$ cat src/lfac_regs.svh
`ifndef LFAC_REGS_SVH
`define LFAC_REGS_SVH
// ==========================================================
// Lock key
`define LFAC_LOCK_KEY_OFS      4'h0
`define LFAC_UNLOCK_KEY        32'h5cc5c55c
`define LFAC_LOCKED_FILL       8'hff
// ==========================================================
// Fuse bank byte offsets
`define LFAC_FUSE_WDT_OFS      4'h0
`define LFAC_FUSE_BOD_OFS      4'h1
`define LFAC_FUSE_OSC_OFS      4'h2
`define LFAC_FUSE_RSV3_OFS     4'h3
`define LFAC_FUSE_RSV4_OFS     4'h4
`define LFAC_FUSE_SYSA_OFS     4'h5
`define LFAC_FUSE_SYSB_OFS     4'h6
`define LFAC_FUSE_APPEND_OFS   4'h7
`define LFAC_FUSE_LDREND_OFS   4'h8
`define LFAC_FUSE_COUNT        9
`define LFAC_ERASED_BYTE       8'hff
`endif

$ cat src/lfac_pkg.sv
package lfac_pkg;
	typedef enum logic [2:0] {
		LFAC_SEC_FLASH                = 3'h0,
		LFAC_SEC_SRAM                 = 3'h1,
		LFAC_SEC_EEPROM               = 3'h2,
		LFAC_SEC_END_PRODUCT_DATA_ROW = 3'h3,
		LFAC_SEC_FACTORY_ID_ROW       = 3'h4,
		LFAC_SEC_FUSE                 = 3'h5,
		LFAC_SEC_LOCK                 = 3'h6,
		LFAC_SEC_REGS                 = 3'h7
	} lfac_section_t;

	// A memory request: section, byte address, write flag, write data.
	typedef struct packed {
		lfac_section_t sec;
		logic [15:0]   addr;
		logic          wr;
		logic [7:0]    wdata;
	} lfac_req_t;

	typedef enum logic [1:0] {
		LFAC_ST_LOAD  = 2'b00,
		LFAC_ST_EVAL  = 2'b01,
		LFAC_ST_RUN   = 2'b11,
		LFAC_ST_ERASE = 2'b10
	} lfac_state_t;
endpackage

$ cat src/lfac_lock_fuse.sv
`timescale 1ns/1ps
`include "lfac_regs.svh"
// Operation
// - Unlocked only when key equals unlock value.
// - Any other programmed key locks device.
// - Locked: debug port refused except row write.
// - Refused debug reads return invalid data.
// - Locked debug may write, not read, row.
// - Only full erase leaves locked state.
// - CPU access unchanged by lock state.
// - Fuses readable by both, written by debug.
// - Fuses copied to targets during start-up.
// - Fuse changes apply only after reset.
module lfac_lock_fuse
	import lfac_pkg::*;
(
	input  wire logic        clk,
	input  wire logic        sys_rst,
	input  wire logic        nvm_key_valid,
	input  wire logic [31:0] nvm_key,
	input  wire logic [71:0] nvm_fuses,
	input  wire logic        dbg_valid,
	input  wire lfac_req_t   dbg_req,
	input  wire logic        dbg_erase,
	input  wire logic [7:0]  dbg_raw_rdata,
	input  wire logic        cpu_valid,
	input  wire lfac_req_t   cpu_req,
	input  wire logic [7:0]  cpu_raw_rdata,
	output logic             locked,
	output logic             startup_done,
	output logic             erase_busy,
	output logic             dbg_grant,
	output logic [7:0]       dbg_rdata,
	output logic             cpu_grant,
	output logic [7:0]       cpu_rdata,
	output logic [7:0]       watchdog_config_fuse,
	output logic [7:0]       brownout_config_fuse,
	output logic [7:0]       oscillator_config_fuse,
	output logic [7:0]       system_config_fuse_a,
	output logic [7:0]       system_config_fuse_b,
	output logic [7:0]       application_section_end_fuse,
	output logic [7:0]       loader_section_end_fuse
);
	// ==========================================================
	// Start-up and erase sequencing
	lfac_state_t state_reg;
	logic [31:0] lock_key_reg;
	logic        d_grant_c;
	logic [7:0]  d_rdata_c;
	logic        c_grant_c;
	logic [7:0]  c_rdata_c;
	logic        dbg_ok;

	always_ff @(posedge clk or posedge sys_rst) begin
		if (sys_rst) begin
			state_reg <= LFAC_ST_LOAD;
		end else begin
			unique case (state_reg)
				LFAC_ST_LOAD:  if (nvm_key_valid) state_reg <= LFAC_ST_EVAL;
				LFAC_ST_EVAL:  state_reg <= LFAC_ST_RUN;
				LFAC_ST_RUN:   if (dbg_erase) state_reg <= LFAC_ST_ERASE;
				LFAC_ST_ERASE: state_reg <= LFAC_ST_RUN;
			endcase
		end
	end

	// The key register defaults to a locked value so nothing leaks before load.
	always_ff @(posedge clk or posedge sys_rst) begin
		if (sys_rst)
			lock_key_reg <= 32'h00000000;
		else if (state_reg == LFAC_ST_LOAD && nvm_key_valid)
			lock_key_reg <= nvm_key;
		else if (state_reg == LFAC_ST_ERASE)
			lock_key_reg <= `LFAC_UNLOCK_KEY;
	end

	always_ff @(posedge clk or posedge sys_rst) begin
		if (sys_rst) begin
			locked       <= 1'b1;
			startup_done <= 1'b0;
			erase_busy   <= 1'b0;
		end else begin
			locked       <= (lock_key_reg != `LFAC_UNLOCK_KEY);
			startup_done <= (state_reg == LFAC_ST_RUN);
			erase_busy   <= (state_reg == LFAC_ST_ERASE) || (state_reg == LFAC_ST_RUN && dbg_erase);
		end
	end

	// ==========================================================
	// Fuse copy into targets, once per reset
	// Fuses held in NVM may change later; targets only follow after the next reset.
	always_ff @(posedge clk or posedge sys_rst) begin
		if (sys_rst) begin
			watchdog_config_fuse         <= `LFAC_ERASED_BYTE;
			brownout_config_fuse         <= `LFAC_ERASED_BYTE;
			oscillator_config_fuse       <= `LFAC_ERASED_BYTE;
			system_config_fuse_a         <= `LFAC_ERASED_BYTE;
			system_config_fuse_b         <= `LFAC_ERASED_BYTE;
			application_section_end_fuse <= `LFAC_ERASED_BYTE;
			loader_section_end_fuse      <= `LFAC_ERASED_BYTE;
		end else if (state_reg == LFAC_ST_EVAL) begin
			watchdog_config_fuse         <= nvm_fuses[8*`LFAC_FUSE_WDT_OFS +: 8];
			brownout_config_fuse         <= nvm_fuses[8*`LFAC_FUSE_BOD_OFS +: 8];
			oscillator_config_fuse       <= nvm_fuses[8*`LFAC_FUSE_OSC_OFS +: 8];
			system_config_fuse_a         <= nvm_fuses[8*`LFAC_FUSE_SYSA_OFS +: 8];
			system_config_fuse_b         <= nvm_fuses[8*`LFAC_FUSE_SYSB_OFS +: 8];
			application_section_end_fuse <= nvm_fuses[8*`LFAC_FUSE_APPEND_OFS +: 8];
			loader_section_end_fuse      <= nvm_fuses[8*`LFAC_FUSE_LDREND_OFS +: 8];
		end
	end

	// ==========================================================
	// Access gates
	lfac_gate #(.IS_DEBUG(1'b1)) u_dbg_gate (
		.locked    (locked),
		.req_valid (dbg_valid),
		.req       (dbg_req),
		.raw_rdata (dbg_raw_rdata),
		.grant     (d_grant_c),
		.rdata     (d_rdata_c)
	);

	lfac_gate #(.IS_DEBUG(1'b0)) u_cpu_gate (
		.locked    (locked),
		.req_valid (cpu_valid),
		.req       (cpu_req),
		.raw_rdata (cpu_raw_rdata),
		.grant     (c_grant_c),
		.rdata     (c_rdata_c)
	);

	// Debug grants wait for the evaluated lock state; erase owns the array.
	assign dbg_ok = (state_reg == LFAC_ST_RUN) && startup_done && !dbg_erase;

	always_ff @(posedge clk or posedge sys_rst) begin
		if (sys_rst) begin
			dbg_grant <= 1'b0;
			dbg_rdata <= `LFAC_LOCKED_FILL;
			cpu_grant <= 1'b0;
			cpu_rdata <= 8'h00;
		end else begin
			dbg_grant <= d_grant_c && dbg_ok;
			dbg_rdata <= dbg_ok ? d_rdata_c : `LFAC_LOCKED_FILL;
			cpu_grant <= c_grant_c;
			cpu_rdata <= c_rdata_c;
		end
	end
endmodule // lfac_lock_fuse

$ cat src/lfac_gate.sv
`timescale 1ns/1ps
`include "lfac_regs.svh"
// ==========================================================
// One access gate: decides grant and shapes read data for one requester.
module lfac_gate
	import lfac_pkg::*;
#(
	parameter bit IS_DEBUG = 1'b1
) (
	input  wire logic      locked,
	input  wire logic      req_valid,
	input  wire lfac_req_t req,
	input  wire logic [7:0] raw_rdata,
	output logic           grant,
	output logic [7:0]     rdata
);
	always_comb begin
		grant = 1'b0;
		if (req_valid) begin
			if (IS_DEBUG) begin
				if (locked)
					grant = req.wr && (req.sec == LFAC_SEC_END_PRODUCT_DATA_ROW);
				else
					grant = !(req.wr && req.sec == LFAC_SEC_FACTORY_ID_ROW);
			end else begin
				grant = !(req.wr && (req.sec == LFAC_SEC_FACTORY_ID_ROW || req.sec == LFAC_SEC_FUSE ||
					req.sec == LFAC_SEC_LOCK));
			end
		end
	end
	// Refused reads still complete, but with filler instead of the stored byte.
	assign rdata = (grant && !req.wr) ? raw_rdata : `LFAC_LOCKED_FILL;
endmodule // lfac_gate

$ cat config.mk
export PLATFORM = sky130hd
export DESIGN_NAME = lfac_lock_fuse
export DESIGN_NICKNAME = d
export VERILOG_FILES = /design/src/lfac_pkg.sv /design/src/lfac_lock_fuse.sv /design/src/lfac_gate.sv
export VERILOG_INCLUDE_DIRS = /design/src
export SDC_FILE = /design/constraint.sdc
export NUM_CORES = 1
export LEC_CHECK = 0
export BUFFER_PORTS_ARGS = -buffer_cell sky130_fd_sc_hd__buf_2
export CAP_MARGIN = 25
export CORE_ASPECT_RATIO = 1.5
export CORE_UTILIZATION = 39
export DETAILED_ROUTE_END_ITERATION = 8
export PLACE_DENSITY = 0.73
export REMOVE_ABC_BUFFERS = 1
export SYNTH_ARGS = -nofsm -noshare
export SYNTH_HDL_FRONTEND = slang
export SYNTH_HIERARCHICAL = 1
export SYNTH_SLANG_ARGS = --single-unit
export TNS_END_PERCENT = 10
$ cat constraint.sdc
create_clock -name clk -period 9.95 [get_ports clk]
set_clock_uncertainty 0.05 [all_clocks]
set_input_delay 1.4925 -clock clk [delete_from_list [all_inputs] [get_ports clk]]
set_output_delay 1.4925 -clock clk [all_outputs]
set_load 0.02 [all_outputs]
==> impl_metrics.csv, run 1 <==
group,metric,value,unit
status,status,"finished, final reports clean",
synth,synth_cells,272,
synth,yosys_most_used_dff,"dfstp_2",
setup_path,max_stage_delay,570,ps
final_layout,fin_nets,650,
synth,async_flop_share,1.00,
placed_design,dp_hpwl,6690,µm
synth,synth_top_area_frac,0.400,
hold_path,min_from,"lock_key_reg[30]$_DFFE_PP0P_",
cts,cts.clk_slew.worst_paths,70,ps
cts,clock_sinks,111,
floorplan,die_area,11400,µm²
timing,rsz0062_at_grt,"false",
setup_path,critPathBufInv,1,
placed_design,port_buffers,194,
timing,finalSetupTns,0,ps
final_layout,largest_reg_flops,32,
cts,cts-htree-levels,3,
timing,period_minus_slack,2620,ps
route,drc,0,
setup_path,crit_family,"flip-flops",
synth,synth_area,4270,µm²
grt,grt_antenna_before_repair,0,
cts,clk_path_buf_depth,2,
route,vias_per_cell,4.71,
setup_path,critPathLaunch,"locked$_DFF_PP1_",
grt,overflow,0,
synth,yosys_warnings,6,
timing,slew_headroom,0.529,
floorplan,die_h,130,µm
route,detail_route.wl_per_cell,14.5,µm
floorplan,io_pins,259,
setup_path,required,8410,ps
grt,grt_pass1_vias,2945,
route,dr.first_iter.drc_count,45,
synth,synth.most_common_cell,"dfstp_2",
timing,holdWs,432,ps
placed_design,globalplace.congestion,0.735,
grt,grt_pass1_wl,13800,µm
synth,ys_top_cells_by_area,"dfstp_2, dfrtp_1, mux2_2",
final_layout,fillers,971,
synth,synth_common_cells,"dfstp_2, mux2_2, dfrtp_1",
cts,postCtsHoldBufs,0,
timing,slew_viol_final,0,
cts,ctsResizeCount,0,
floorplan,rows,46,
cts,ctsRootBufferMaster,"clkbuf_16",
route,dr.pass1.iters,4,
synth,synth.largest_area_cell,"dfstp_2",
floorplan,design.core.area,10600,µm²
setup_path,cpMaxStageDelayCell,"dfstp_2",
synth,synth_edf_count,0,
job,max_cap_viol_count,0,
synth,synth_cell_type_count,32,
final_layout,area_delta_synth_final,32.9,%
setup_path,path_cells,"buf_2",
cts,cts_setup_buffers,0,
power,power.density_cell_area,183,nW/µm²
cts,clock_latency,330,ps
final_layout,drive_gt1_frac,0.727,
floorplan,die-width,87.5,µm
timing,fin_crit_sh,0.263,
synth,yosysSeqAreaShare,0.669,
route,vias,2907,
final_layout,antenna_cells,0,
cts,tritoncts,"built",
setup_path,cp-start-kind,"register",
route,ant_nets,0,
cts,numCtsBuffers,9,
setup_path,worstSetupEndpointType,"output pin",
power,p_leak,2.59,nW
route,wl,8930,µm
grt,grt_max_degree,58,
setup_path,critPathMaxFanout,4,
grt,track_usage,0.158,
timing,hold_violations,0,
floorplan,initial_utilization,0.403,
setup_path,critical_path_class,"reg -> out",
synth,synth.ff_latch_count,111,
power,ir_worst_vdd,102,µV
hold_path,hp-class,"reg -> reg",
setup_path,arrival,1070,ps
timing,max_freq,382,MHz
timing,finalSetupViolCount,0,
synth,syn_area_per_cell,15.7,µm²
setup_path,worstReg2RegStart,"state_reg[1]$_DFFE_PP0P_",
timing,worst_pin_slew,707,ps
## metal layers
metal  track usage  wire, µm  vias up
li1              -         -     1360
met4        0.0646       154        0
met3        0.0398       545       11
met5             0         0        -
met2         0.267      4790      122
met1         0.191      3440     1414
## logic make-up (layout without fill, tap and decap cells)
kind of cell	after synthesis	after routing	synth area share
flops	111	111	0.669
mux	56	56	0.148
simple gates	52	52	0.0829
compound gates	37	37	0.0738
buf+inv	16	217	0.0266
## per-stage QoR
stage               utilization  instances  area [µm²]  total power, mW  worst slack, ps
floorplan                     -        260        4170            0.605             5580
global placement          0.505        600        5350            0.664             7110
detailed placement        0.505        600        5350            0.669             7040
CTS                       0.535        616        5670             1.06             7310
global route              0.536        617        5680             1.09             7230
finish                    0.536        617        5680             1.04             7330
## where the power goes
group	switching [mW]	internal, mW
clock network	0.152	0.230
registers	0.0128	0.503
logic	0.0818	0.0615
## layout make-up
class,instances,area [µm²],share of cell area
Multi-Input combinational cell,145,1300,0.229
Inverter,4,17.5,0.00309
Sequential cell,111,2860,0.504
Clock inverter,4,77.6,0.0137
Clock buffer,12,246,0.0434
Timing Repair Buffer,197,993,0.175
Tap cell,144,180,0.0317
## cells in the final DEF (no fill, tap or decap), types with 3 or more instances in the layout
cell type / count
a22o_1: 16
nand2b_1: 16
nor2_1: 4
buf_4: 3
dfstp_2: 65
nand2_1: 3
dfrtp_1: 46
inv_1: 3
buf_2: 194
or2_2: 8
clkbuf_16: 9
mux2_2: 56
o22a_1: 16
## path summary, 6_finish.rpt
check                      cells after the start  slack [ps]                                  end
max                                            1        7330                               locked
min                                            1         430         lock_key_reg[30]$_DFFE_PP0P_
max reg2reg                                    3        8250  system_config_fuse_a[5]$_DFFE_PP1N_
min reg2reg                                    1         430         lock_key_reg[30]$_DFFE_PP0P_
max in group asynchronous                      3        7490                 erase_busy$_DFF_PP0_
min in group asynchronous                      2        1210               cpu_rdata[5]$_DFF_PP0_
(Power assumes the default switching activity.)
==> run 2: changes to the inputs <==
--- a/config.mk
+++ b/config.mk
@@ -6,12 +6,13 @@
 export SDC_FILE = /design/constraint.sdc
 export NUM_CORES = 1
 export LEC_CHECK = 0
+export ABC_AREA = 1
 export BUFFER_PORTS_ARGS = -buffer_cell sky130_fd_sc_hd__buf_2
 export CAP_MARGIN = 25
 export CORE_ASPECT_RATIO = 1.5
 export CORE_UTILIZATION = 39
 export DETAILED_ROUTE_END_ITERATION = 8
-export PLACE_DENSITY = 0.73
+export PLACE_DENSITY = 0.75
 export REMOVE_ABC_BUFFERS = 1
 export SYNTH_ARGS = -nofsm -noshare
 export SYNTH_HDL_FRONTEND = slang
==> constraint.sdc (replaced) <==
create_clock -name clk -period 2.2 [get_ports clk]
set_clock_uncertainty 0.05 [all_clocks]
set_input_delay 0.33 -clock clk [delete_from_list [all_inputs] [get_ports clk]]
set_output_delay 0.33 -clock clk [all_outputs]
set_load 0.02 [all_outputs]
==> run 2 against run 1 <==
  * Design area increased by 4.8%
  * Count of clock-buffer cells in the layout unchanged
  * Combinational power increased to 5.7 times the previous value
  * Global-route usage increased by 2.5 points
  * Worst hold slack got worse by 420 ps
  * Power increased to 4.5 times the previous value
  * Cell count increased by 37%
  * Die area increased by 7.5%
  * Synthesized cell count increased by 85%
  * Utilization decreased by 1.7 points
  * Register-to-register slack got worse by 7600 ps
  * Sequential share of layout area decreased by 2.3 points
  * Highest routed layer unchanged
==> impl_metrics.csv, run 2 <==
group,metric,value,unit
synth,synth.ff_latch_count,111,
setup_path,max_stage_delay,420,ps
final_layout,multi_input_area,1370,µm²
cts,clock_sinks,111,
final_layout,final_cell_mix,"buf_2, nand2_1, nand3_1, dfstp_2, inv_1",
final_layout,largest_reg_flops,32,
synth,yosysSeqAreaShare,0.622,
cts,numCtsBuffers,9,
cts,cts-htree-levels,3,
cts,cts.clk_slew.worst_paths,70,ps
power,p_leak,3.21,nW
final_layout,fin_nets,873,
power,power.density_cell_area,791,nW/µm²
grt,track_usage,0.183,
setup_path,r2r_slack,610,ps
synth,yosys_warnings,6,
timing,slew_headroom,0.590,
setup_path,cpMaxStageDelayCell,"dfrtp_2",
synth,synth_common_cells,"nand2_1, nand3_1, dfstp_2",
floorplan,io_pins,259,
setup_path,worstReg2RegStart,"state_reg[0]$_DFFE_PP0P_",
timing,worst_pin_slew,614,ps
final_layout,fin_area,5950,µm²
timing,worst_slack,614,ps
setup_path,arrival,1800,ps
cts,cts_setup_buffers,0,
route,dr.first_iter.drc_count,145,
setup_path,required,2420,ps
floorplan,die-width,90.7,µm
grt,grt_max_degree,112,
route,wl,10800,µm
final_layout,area_delta_synth_final,29.4,%
synth,synth_cell_type_count,22,
final_layout,final_common_cell,"buf_2",
final_layout,drive_gt1_frac,0.420,
final_layout,seqCellArea,2860,µm²
cts,ctsResizeCount,0,
placed_design,port_buffers,194,
route,ant_nets,0,
synth,yosys_most_used_dff,"dfstp_2",
setup_path,worstSetupEndpointType,"register",
cts,postCtsHoldBufs,0,
timing,rsz0062_at_grt,"false",
floorplan,design.core.area,11500,µm²
timing,finalSetupViolCount,0,
grt,grt_antenna_before_repair,0,
grt,grt_pass1_wl,17900,µm
cts,clock_latency,340,ps
setup_path,path_cells,"buf_4 > nand2_1 > inv_2 > nand3_2 > or2_1",
final_layout,fillers,1116,
synth,synth_area,4600,µm²
synth,synth.largest_area_cell,"dfstp_2",
grt,grt_pass1_vias,3871,
power,ir_worst_vdd,487,µV
synth,synth_edf_count,0,
route,vias_per_cell,4.70,
floorplan,die_area,12200,µm²
cts,clk_path_buf_depth,2,
placed_design,place_inst,830,
setup_path,critPathMaxFanout,40,
timing,period_minus_slack,1590,ps
floorplan,initial_utilization,0.401,
job,max_cap_viol_count,0,
route,detail_route.wl_per_cell,12.7,µm
setup_path,cp-start-kind,"register",
hold_path,hp-class,"in -> async",
placed_design,globalplace.congestion,0.774,
route,drc,0,
floorplan,die_h,135,µm
timing,hold_violations,0,
setup_path,critPathLaunch,"state_reg[0]$_DFFE_PP0P_",
cts,ctsRootBufferMaster,"clkbuf_16",
floorplan,rows,48,
grt,overflow,0,
timing,holdWs,17.0,ps
setup_path,critPathBufInv,2,
synth,synth_cells,504,
synth,async_flop_share,1.00,
placed_design,place_area,5680,µm²
timing,finalSetupTns,0,ps
placed_design,place_ws,616,ps
synth,syn_area_per_cell,9.12,µm²
cts,tritoncts,"built",
synth,synth.most_common_cell,"nand2_1",
status,status,"finished, final reports clean",
timing,max_freq,631,MHz
final_layout,antenna_cells,0,
route,vias,3978,
placed_design,dp_hpwl,7840,µm
synth,ys_top_cells_by_area,"dfstp_2, dfrtp_1, nand2_1",
route,dr.pass1.iters,5,
setup_path,critical_path_class,"reg -> reg",
setup_path,crit_family,"simple AND/OR/NAND/NOR gates",
final_layout,final_cells,846,
synth,synth_top_area_frac,0.371,
timing,fin_crit_sh,0.721,
timing,slew_viol_final,0,
[run 2: changes by cell type after synthesis, sizes merged, moves of 3 or more]
cell | before | now
nor2b | 3 | 0
buf | 12 | 21
clkbuf | 0 | 4
nor2 | 4 | 29
mux2 | 56 | 0
nand2b | 17 | 0
a22o | 16 | 0
a21oi | 2 | 19
nand2 | 3 | 157
o21ai | 0 | 16
o22a | 16 | 0
inv | 4 | 61
nand3 | 1 | 75
[run 2: cell type report]
| type | count | share of cell area |
|---|---|---|
| clock inverters | 4 | 0.00526 |
| well taps | 150 | 0.0315 |
| flip-flops and latches | 111 | 0.481 |
| inverters | 61 | 0.0389 |
| repair buffers | 201 | 0.174 |
| clock buffers | 12 | 0.0397 |
| multi-input cells | 307 | 0.230 |
[run 2: worst reg2reg max path, cell delays in order, from the launching register on]
cell	delay, ps
dfrtp_2	420
buf_4	400
nand2_1	160
inv_2	90
nand3_2	150
or2_1	260
[run 2: power by group]
group          internal [mW]  switching [mW]
clock network          0.776           0.691
registers               2.34          0.0884
logic                  0.281           0.527
[run 2: metal layers]
metal  vias to the layer above  wire length [µm]  global-route usage
met2                       160              5570               0.323
met5                         -                 0                   0
met4                         0               197              0.0797
met1                      1874              4390               0.223
li1                       1930                 -                   -
met3                        14               624              0.0248
[run 2: logic make-up after synthesis]
logic type             after synthesis  synth area share
buffers and inverters               86            0.0814
DFF                                111             0.622
and+or+nand+nor                    270             0.253
AOI/OAI and AO/OA                   37            0.0435
[run 2: final timing paths]
path / endpoint / depth (start not counted)
setup / recovery: dbg_rdata[6]$_DFF_PP1_ / 5
min in group clk: cpu_rdata[4]$_DFF_PP0_ / 3
hold reg to reg: oscillator_config_fuse[2]$_DFFE_PP1N_ / 2
setup reg to reg: dbg_rdata[6]$_DFF_PP1_ / 5
max in group asynchronous: state_reg[0]$_DFFE_PP0P_ / 3
hold / removal: dbg_grant$_DFF_PP0_ / 3
[run 2: through the flow]
step	utilization	total power, mW
6_report	0.519	4.71
5_1_grt	0.519	4.94
4_1_cts	0.519	4.78
3_5_place_dp	0.495	3.28
3_3_place_gp	0.495	3.25
2_1_floorplan	-	2.92
==> run 3: changes to the inputs <==
==> constraint.sdc (replaced) <==
create_clock -name clk -period 1.29 [get_ports clk]
set_clock_uncertainty 0.05 [all_clocks]
set_input_delay 0.1935 -clock clk [delete_from_list [all_inputs] [get_ports clk]]
set_output_delay 0.1935 -clock clk [all_outputs]
set_load 0.02 [all_outputs]
==> run 3 against run 2 <==
  * Clock power increased by 69%
  * Worst hold slack got worse by 1.7 ps
  * Register-to-register slack got worse by 610 ps
  * Utilization increased by 2.9 points
  * Largest power group unchanged
  * First-iteration DRC count decreased by 19%
==> impl_metrics.csv, run 3 (synthesized netlist as in run 2, its figures left out) <==
group,metric,value,unit
final_layout,final_cell_mix,"nand2_1, buf_2, nand3_1, dfstp_2, inv_1",
setup_path,critPathMaxFanout,8,
cts,clock_latency,330,ps
placed_design,place_ws,14.8,ps
cts,cts.clk_slew.worst_paths,70,ps
grt,track_usage,0.180,
setup_path,max_stage_delay,390,ps
setup_path,critPathLaunch,"locked$_DFF_PP1_",
power,finalPower,8.20,mW
setup_path,arrival,1510,ps
setup_path,cpMaxStageDelayCell,"dfstp_2",
final_layout,drive_gt1_frac,0.421,
route,dr.pass1.iters,4,
grt,grt_max_degree,58,
final_layout,final_cells,863,
timing,slew_headroom,0.769,
placed_design,place_inst,837,
power,power.density_cell_area,1310,nW/µm²
cts,tritoncts,"built",
hold_path,hp-class,"in -> reg",
final_layout,antenna_cells,0,
placed_design,port_buffers,194,
timing,holdWs,15.4,ps
setup_path,critical_path_class,"reg -> reg",
route,drc,0,
timing,period_minus_slack,1290,ps
floorplan,io_pins,259,
grt,grt_pass1_wl,17700,µm
setup_path,required,1510,ps
grt,grt_antenna_before_repair,0,
timing,rsz0062_at_grt,"true",
final_layout,area_delta_synth_final,36.7,%
grt,grt_pass1_vias,3889,
setup_path,worstReg2RegStart,"locked$_DFF_PP1_",
setup_path,worstSetupEndpointType,"register",
route,wl,10900,µm
job,max_cap_viol_count,0,
timing,finalSetupViolCount,0,
route,vias,3982,
route,vias_per_cell,4.61,
power,ir_worst_vdd,594,µV
cts,numCtsBuffers,9,
route,ant_nets,0,
cts,ctsRootBufferMaster,"clkbuf_16",
status,status,"finished, final reports clean",
final_layout,fin_nets,890,
timing,slew_viol_final,0,
floorplan,die_h,135,µm
floorplan,die_area,12200,µm²
timing,worst_slack,0.193,ps
setup_path,path_cells,"buf_6 > nor3b_4 > nand2_1 > or2_1",
route,detail_route.wl_per_cell,12.6,µm
cts,clock_sinks,111,
final_layout,largest_reg_flops,32,
timing,hold_violations,0,
timing,worst_pin_slew,347,ps
cts,clk_path_buf_depth,2,
setup_path,cp-start-kind,"register",
cts,cts-htree-levels,3,
floorplan,design.core.area,11500,µm²
power,p_leak,3.35,nW
placed_design,globalplace.congestion,0.799,
hold_path,min_from,"nvm_fuses[49]",
floorplan,rows,48,
timing,max_freq,775,MHz
floorplan,initial_utilization,0.401,
route,dr.first_iter.drc_count,117,
timing,fin_crit_sh,1.00,
grt,overflow,0,
placed_design,dp_hpwl,7890,µm
floorplan,die-width,90.7,µm
==> run 3: changes by cell type in the layout (fill, tap and decap cells not counted), sizes merged <==
cell,previous run,this run
dlygate4sd3,0,9
buf,201,209
==> run 3: critical path: cells and delay by family, from the launching register on <==
family	cells	cell delay, ps
buffers and inverters	1	120
AND/OR/NAND/NOR	3	660
flip-flops	1	390
==> run 3: stage by stage <==
stage	TNS (ps)	area, µm²	util
3_3_place_gp	0	5790	0.504
2_1_floorplan	-259970	4450	-
6_report	0	6280	0.548
4_1_cts	0	6180	0.538
3_5_place_dp	0	5790	0.504
5_1_grt	-322	6280	0.548
==> run 3: repair_timing <==
action                                  in CTS  in global routing
gates resized for setup                      9                 38
hold endpoints to repair                    24                  0
hold buffers                                 9                  0
buffers inserted                             1                  0
endpoints found under the setup margin       9                 42
pin swaps                                    0                 10
==> run 3: power by group <==
| group | leakage [nW] | switching, mW | internal [mW] |
|---|---|---|---|
| logic | 2.04 | 0.903 | 0.637 |
| clock network | 0.128 | 1.17 | 1.32 |
| registers | 1.19 | 0.173 | 4.00 |
| total | 3.35 | 2.24 | 5.96 |
==> run 3: cell type report <==
| type | count | area (µm²) |
|---|---|---|
| Clock buffer | 12 | 236 |
| Multi-Input combinational cell | 307 | 1380 |
| Tap cell | 150 | 188 |
| Timing Repair Buffer | 218 | 1360 |
| Fill cell | 1062 | 5190 |
| Sequential cell | 111 | 2860 |
| Inverter | 61 | 231 |
| Clock inverter | 4 | 31.3 |
==> run 3: final timing paths <==
kind / cells after the start / slack, ps / end
min reg2reg: 2 / 410 / system_config_fuse_a[6]$_DFFE_PP1N_
min in group asynchronous: 3 / 310 / dbg_grant$_DFF_PP0_
max in group asynchronous: 4 / 310 / system_config_fuse_a[7]$_DFFE_PP1N_
min: 3 / 20 / system_config_fuse_b[1]$_DFFE_PP1N_
max reg2reg: 4 / 0.2 / dbg_rdata[0]$_DFF_PP1_
max: 4 / 0.2 / dbg_rdata[0]$_DFF_PP1_
==> run 3: layer usage <==
metal	vias up	GRT usage	wire length (µm)
met5	-	0	0
met4	0	0.0609	184
li1	1967	-	-
met3	12	0.0383	630
met2	157	0.323	5550
met1	1846	0.213	4510
